<file path="src/inc/ctl_word_pkg.sv">
// package for the low control word field decoder
// assumes a 32-bit control word written by a programming port
package ctl_word_pkg;
    localparam int CTL_W = 32;
    localparam int MODE_LSB = 9;
    localparam int MODE_W = 3;
    localparam int INT_UPDATE_BIT = 8;
    localparam int RSVD7_BIT = 7;
    localparam int SINC_BYPASS_BIT = 6;
    localparam int KEY_EN_BIT = 5;
    localparam int KEY_INT_BIT = 4;
    localparam int RSVD_LO_LSB = 2;
    localparam int LSB_FIRST_BIT = 1;
    localparam int SDO_EN_BIT = 0;
    localparam int KEY_MULT_W = 12;
    localparam logic [31:0] CTL_RESET = 32'h0000_0000;
    localparam logic [11:0] KEY_MULT_RESET = 12'h000;
    localparam logic [2:0] MODE_SINGLE = 3'h0;
    localparam logic [2:0] MODE_FSK = 3'h1;
    localparam logic [2:0] MODE_RAMP_FSK = 3'h2;
    localparam logic [2:0] MODE_CHIRP = 3'h3;
    localparam logic [2:0] MODE_BPSK = 3'h4;
    typedef enum logic [2:0] {
        op_single, op_fsk, op_ramp_fsk, op_chirp, op_bpsk, op_undef
    } op_mode_t;
endpackage

</file>
<file path="src/hw/synth_control_word_low_fields.sv">
// low fields of the main control word: mode, update strobe, sinc, keying, serial
// assumes host writes through a word-wide programming port on the system clock
`timescale 1ns/1ns
module synth_control_word_low_fields #(
    parameter int STROBE_PERIOD = 16,
    parameter int SAMPLE_W = 12
) (
    input wire logic clock,
    input wire logic nrst,
    input wire logic ctl_wr,
    input wire logic [ctl_word_pkg::CTL_W-1:0] ctl_wdata,
    output logic [ctl_word_pkg::CTL_W-1:0] ctl_rdata,
    input wire logic mult_a_wr,
    input wire logic mult_b_wr,
    input wire logic [ctl_word_pkg::KEY_MULT_W-1:0] mult_wdata,
    input wire logic [ctl_word_pkg::KEY_MULT_W-1:0] key_ramp_factor,
    input wire logic update_strobe_pin_in,
    output logic update_strobe_pin_out,
    output logic update_strobe_pin_oe,
    output logic update_pulse,
    output ctl_word_pkg::op_mode_t op_mode,
    output logic mode_valid,
    input wire logic [SAMPLE_W-1:0] core_sample,
    input wire logic [SAMPLE_W-1:0] sinc_sample,
    output logic [SAMPLE_W-1:0] keying_in,
    output logic sinc_clk_en,
    output logic key_enable,
    output logic [ctl_word_pkg::KEY_MULT_W-1:0] cos_scale,
    output logic [ctl_word_pkg::KEY_MULT_W-1:0] ctl_scale,
    output logic lsb_first,
    output logic sdo_enable
);
    import ctl_word_pkg::*;

    logic [CTL_W-1:0] ctl_r;
    logic [KEY_MULT_W-1:0] mult_a_r, mult_b_r;
    logic [15:0] div_r;
    logic strobe_r;
    logic ext_level, ext_level_d_r;
    logic [SAMPLE_W-1:0] keying_r;
    logic [KEY_MULT_W-1:0] cos_scale_r;

    // register image
    always_ff @(posedge clock) begin
        if (!nrst) begin
            ctl_r <= CTL_RESET;
        end else if (ctl_wr) begin
            ctl_r <= ctl_wdata;
        end
    end
    // reserved bits kept as written; the host is expected to write zero there
    assign ctl_rdata = ctl_r;

    always_ff @(posedge clock) begin
        if (!nrst) begin
            mult_a_r <= KEY_MULT_RESET;
            mult_b_r <= KEY_MULT_RESET;
        end else begin
            if (mult_a_wr) begin
                mult_a_r <= mult_wdata;
            end
            if (mult_b_wr) begin
                mult_b_r <= mult_wdata;
            end
        end
    end

    wire int_update = ctl_r[INT_UPDATE_BIT];
    wire sinc_bypass = ctl_r[SINC_BYPASS_BIT];
    wire key_en = ctl_r[KEY_EN_BIT];
    wire key_int = ctl_r[KEY_INT_BIT];

    mode_decode u_mode (
        .mode_field(ctl_r[MODE_LSB +: MODE_W]),
        .op_mode(op_mode),
        .mode_valid(mode_valid)
    );

    // internal update strobe: divider gives a one-cycle pulse
    wire div_end = (div_r == 16'(STROBE_PERIOD - 1));
    always_ff @(posedge clock) begin
        if (!nrst || !int_update) begin
            div_r <= 16'h0000;
            strobe_r <= 1'b0;
        end else begin
            div_r <= div_end ? 16'h0000 : div_r + 16'h0001;
            strobe_r <= div_end;
        end
    end

    pin_sync u_sync (
        .clock(clock),
        .nrst(nrst),
        .async_in(update_strobe_pin_in),
        .level(ext_level)
    );
    always_ff @(posedge clock) begin
        if (!nrst) begin
            ext_level_d_r <= 1'b0;
        end else begin
            ext_level_d_r <= ext_level;
        end
    end
    wire ext_rise = ext_level & ~ext_level_d_r;

    assign update_strobe_pin_oe = int_update;
    assign update_strobe_pin_out = strobe_r;
    // pin ignored while driven, so our own strobe is not counted twice
    assign update_pulse = int_update ? strobe_r : ext_rise;

    // datapath selects registered
    always_ff @(posedge clock) begin
        if (!nrst) begin
            keying_r <= '0;
            cos_scale_r <= KEY_MULT_RESET;
        end else begin
            keying_r <= sinc_bypass ? core_sample : sinc_sample;
            // disabled keying passes full scale is not assumed: zero until enabled
            cos_scale_r <= !key_en ? KEY_MULT_RESET :
                           key_int ? key_ramp_factor : mult_a_r;
        end
    end
    assign keying_in = keying_r;
    assign cos_scale = cos_scale_r;
    assign ctl_scale = mult_b_r;
    assign sinc_clk_en = ~sinc_bypass;
    assign key_enable = key_en;
    assign lsb_first = ctl_r[LSB_FIRST_BIT];
    assign sdo_enable = ctl_r[SDO_EN_BIT];
endmodule

</file>
<file path="src/hw/pin_sync.sv">
// three-stage synchroniser with agreement of stages two and three
// assumes one clock, synchronous active-low reset
`timescale 1ns/1ns
module pin_sync (
    input wire logic clock,
    input wire logic nrst,
    input wire logic async_in,
    output logic level
);
    logic s1_r, s2_r, s3_r, level_r;
    assign level = level_r;
    always_ff @(posedge clock) begin
        if (!nrst) begin
            s1_r <= 1'b0;
            s2_r <= 1'b0;
            s3_r <= 1'b0;
            level_r <= 1'b0;
        end else begin
            s1_r <= async_in;
            s2_r <= s1_r;
            s3_r <= s2_r;
            if (s2_r == s3_r) begin
                level_r <= s3_r;
            end
        end
    end
endmodule

</file>
<file path="src/hw/mode_decode.sv">
// enumerated decode of the three-bit operating mode field
// assumes field comes from a register on the same clock
`timescale 1ns/1ns
module mode_decode (
    input wire logic [ctl_word_pkg::MODE_W-1:0] mode_field,
    output ctl_word_pkg::op_mode_t op_mode,
    output logic mode_valid
);
    import ctl_word_pkg::*;
    // codes above bpsk have no mode; flagged, decoded as op_undef
    assign mode_valid = (mode_field <= MODE_BPSK);
    assign op_mode = (mode_field == MODE_SINGLE) ? op_single :
                     (mode_field == MODE_FSK) ? op_fsk :
                     (mode_field == MODE_RAMP_FSK) ? op_ramp_fsk :
                     (mode_field == MODE_CHIRP) ? op_chirp :
                     (mode_field == MODE_BPSK) ? op_bpsk : op_undef;
endmodule

</file>
<file path="config.mk">
export PLATFORM = sky130hd
export DESIGN_NAME = synth_control_word_low_fields
export DESIGN_NICKNAME = d
export VERILOG_FILES = /design/src/inc/ctl_word_pkg.sv /design/src/hw/synth_control_word_low_fields.sv /design/src/hw/pin_sync.sv /design/src/hw/mode_decode.sv
export SDC_FILE = /design/constraint.sdc
export NUM_CORES = 1
export LEC_CHECK = 0
export ABC_AREA = 1
export BUFFER_PORTS_ARGS = -buffer_cell sky130_fd_sc_hd__buf_4
export CORE_MARGIN = 2
export CORE_UTILIZATION = 28
export CTS_CLUSTER_DIAMETER = 30
export CTS_CLUSTER_SIZE = 24
export DETAILED_ROUTE_END_ITERATION = 8
export PLACE_DENSITY_LB_ADDON = 0.08
export SLEW_MARGIN = 10
export SYNTH_ARGS = -nofsm -noshare
export SYNTH_HDL_FRONTEND = slang
export SYNTH_SLANG_ARGS = --single-unit
</file>
<file path="constraint.sdc">
create_clock -name clock -period 1.5 [get_ports clock]
set_clock_uncertainty 0.2 [all_clocks]
set_input_delay 0.075 -clock clock [delete_from_list [all_inputs] [get_ports clock]]
set_output_delay 0.075 -clock clock [all_outputs]
set_load 0.1 [all_outputs]
</file>
==> results.py <==
metrics = {
    "synthesis": {
        "yosysWarnings": 0,
        "synth_top_family_by_area": "simple AND/OR/NAND/NOR gates",
        "syn-mean-instance-area_um2": 7.55,
        "synthAdderAreaFrac_pct": 0.332,
        "synth_mux_area_share_pct": 0,
        "synth_compound_area_share_pct": 13.1,
        "synthXorXnorAreaFrac_pct": 1.16,
        "synth_fp_nets": 586,
        "synth_seq_cells": 102,
        "synthCells": 499,
        "synth_simple_gate_area_share_pct": 25.1,
        "ys_types": 25,
        "syn_area_um2": 3770,
        "yosysSeqAreaShare_pct": 54.2,
    },
    "routing": {
        "antenna_left": 0,
        "num_vias": 4198,
        "avgViaCountPerCell": 4.35,
        "drtIter0Drc": 232,
        "drtPass1Iterations": 4,
        "drc": 0,
        "avgRoutedWirePerCell_um": 13.2,
        "totalWireLength_mm": 12.7,
    },
    "placed_design": {
        "io_buffer_count": 164,
        "dp_hpwl_mm": 8.04,
        "dpl_cell_area_um2": 5220,
        "place_ws_ns": -0.0349,
        "gp_congestion": 0.807,
    },
    "power": {
        "power.leakage_nw": 3.12,
        "finalPower_w": 0.00743,
        "powerDensity_nw_per_um2": 1080,
        "vdd_ir_drop_max_v": 0.000683,
    },
    "cells_and_area": {
        "layout-drive-gt1-share_pct": 28.4,
        "final_nets": 870,
        "fin_area_um2": 6910,
        "area_growth_pct": 83.3,
        "nFillCells": 1262,
        "final_cell_mix": "buf_4, nor2_1, dlygate4sd3_1",
        "final_common_cell": "buf_4",
        "antenna_cells": 0,
    },
    "worst_setup_path": {
        "r2r_cells": 3,
        "rr_startpoint": "ctl_rdata[6]",
        "critPathKind": "flop to output pin",
        "arrival_ns": 1.20,
        "crit_path_start_kind": "flop",
        "worstPathMaxFanout": 6,
        "rr_endpoint": "keying_in[9]",
        "cp-startpoint": "ctl_rdata[8]",
        "cp.required_ns": 1.22,
        "rrSetupSlack_ns": 0.05,
        "worstSetupEndpointType": "output pin",
    },
    "clock_network": {
        "h-tree-depth": 3,
        "tritoncts": "done",
        "clockRootBuffer": "clkbuf_16",
        "numCtsBuffers": 9,
        "clk_path_buf_depth": 2,
        "clkSinkCount": 102,
        "cts.clk_slew.worst_paths_ns": 0.07,
        "clock_latency_ns": 0.34,
    },
    "status": {
        "violations": "hold timing",
        "status": "complete, but fails checks",
    },
    "timing": {
        "setup_viol": 0,
        "min_period_ns": 1.48,
        "hold_viol": 2,
        "relSlewSlack_pct": 72.2,
        "fmax_mhz": 677,
        "period_share_pct": 98.5,
        "maxSlewViolCount": 0,
        "setup_slack_ns": 0.0224,
        "grt_setup_unrepaired": "true",
        "worst_pin_slew_ns": 0.416,
        "fin_worst_hold_slack_ns": -0.0430,
    },
    "die": {
        "dieArea_um2": 14400,
        "ioPinCount": 165,
        "rows": 42,
        "die_h_um": 120,
        "fp.dieW_um": 120,
        "coreArea_um2": 13200,
        "start_util_pct": 28.6,
    },
    "global_routing": {
        "antenna_found_initial": 0,
        "grt_max_degree": 34,
        "grt_use_total_pct": 17.8,
        "grt_remaining_overflow": 0,
        "grt_pass1_vias": 4315,
        "grt_pass1_wl_mm": 20.5,
    },
    "min_path": {
        "hold_start": "nrst",
        "worstHoldPathType": "input port to flop",
        "whs_path_depth": 3,
        "min_to": "ext_level_d_r",
    },
    "run": {
        "maxCapViolCount": 0,
    },
}
-- synthesized netlist by cell type (all sizes together) --
| master | n | area (um^2) |
|---|---|---|
| buf | 10 | 66.3 |
| o31ai | 1 | 7.51 |
| nand3 | 7 | 40.0 |
| xnor2 | 3 | 26.3 |
| o21ai | 72 | 360 |
| nor2 | 162 | 618 |
| dfxtp | 102 | 2040 |
| o21bai | 1 | 7.51 |
| a21o | 1 | 7.51 |
| ha | 1 | 12.5 |
| clkbuf | 19 | 71.3 |
| inv | 24 | 90.1 |
| nand2 | 65 | 251 |
| nand4 | 3 | 18.8 |
| or2 | 2 | 12.5 |
| a21oi | 22 | 110 |
| clkinv | 1 | 3.75 |
| xor2 | 2 | 17.5 |
| nor3 | 1 | 5.00 |
-- worst max-delay path, stage by stage, from the launching register on --
cell and delay, ns:
dfxtp_4 0.37, o31ai_4 0.28, buf_12 0.21
-- stage by stage --
stage          utilization (%)  setup TNS (ns)  hold WS [ns]  instances
2_1_floorplan                -          -0.212       -0.0274        499
3_3_place_gp              39.6               0        0.0670        818
3_5_place_dp              39.6          -0.287        0.0758        818
4_1_cts                   52.1        -0.00103        0.0178        963
5_1_grt                   52.4         -0.0508        0.0275        964
6_report                  52.4               0       -0.0430        964
-- routing by layer --
layer | track usage, % | up-vias | routed length, um
li1 | - | 2143 | -
met1 | 20.3 | 1919 | 5280
met2 | 31.1 | 113 | 6480
met3 | 5.56 | 23 | 612
met4 | 6.62 | 0 | 307
met5 | 0 | - | 0
-- cell type report --
class / count / area, um^2 / share of cell area, %
flip-flops and latches: 102 / 2070 / 29.9
clock buffers: 13 / 280 / 4.06
well taps: 176 / 220 / 3.19
inverters: 25 / 97.6 / 1.41
multi-input cells: 344 / 1580 / 22.8
repair buffers: 301 / 2620 / 37.9
clock inverters: 3 / 47.5 / 0.688
-- repair_timing --
action,in CTS,in global routing
setup buffers,2,3
hold endpoints to repair,84,0
hold buffers,126,0
gates cloned,1,0
setup endpoints to repair,18,30
resized for setup,10,16
pin swaps,2,3
-- how the worst max path moves through the flow --
stage | to | cells after the start
floorplan | update_pulse | 2
global placement | div_r[14] | 6
detailed placement | div_r[11] | 6
CTS | update_pulse | 2
global route | update_pulse | 3
finish | update_pulse | 2
-- kinds of logic after synthesis --
| family | after synthesis |
|---|---|
| flops | 102 |
| buf+inv | 54 |
| fa+ha+maj | 1 |
| xor+xnor | 5 |
| compound gates | 97 |
| simple gates | 240 |
-- report_power, final --
part	switching, W	internal, W	leakage, nW	total [W]
sequential	0.0000818	0.00285	0.846	0.00293
clock	0.00102	0.00149	0.164	0.00251
combinational	0.00133	0.000654	2.10	0.00198
total	0.00243	0.00500	3.12	0.00743
-- sequential cells by signal, summed over array words and instances (netlist names) --
signal / count
u_sync.s1_r: 1
update_strobe_pin_out: 1
div_r: 16
ctl_scale: 12
ctl_rdata: 32
keying_in: 12
u_sync.s3_r: 1
u_sync.level: 1
ext_level_d_r: 1
u_sync.s2_r: 1
cos_scale: 12
mult_a_r: 12
Note: power is estimated with default switching activity, not from simulation.
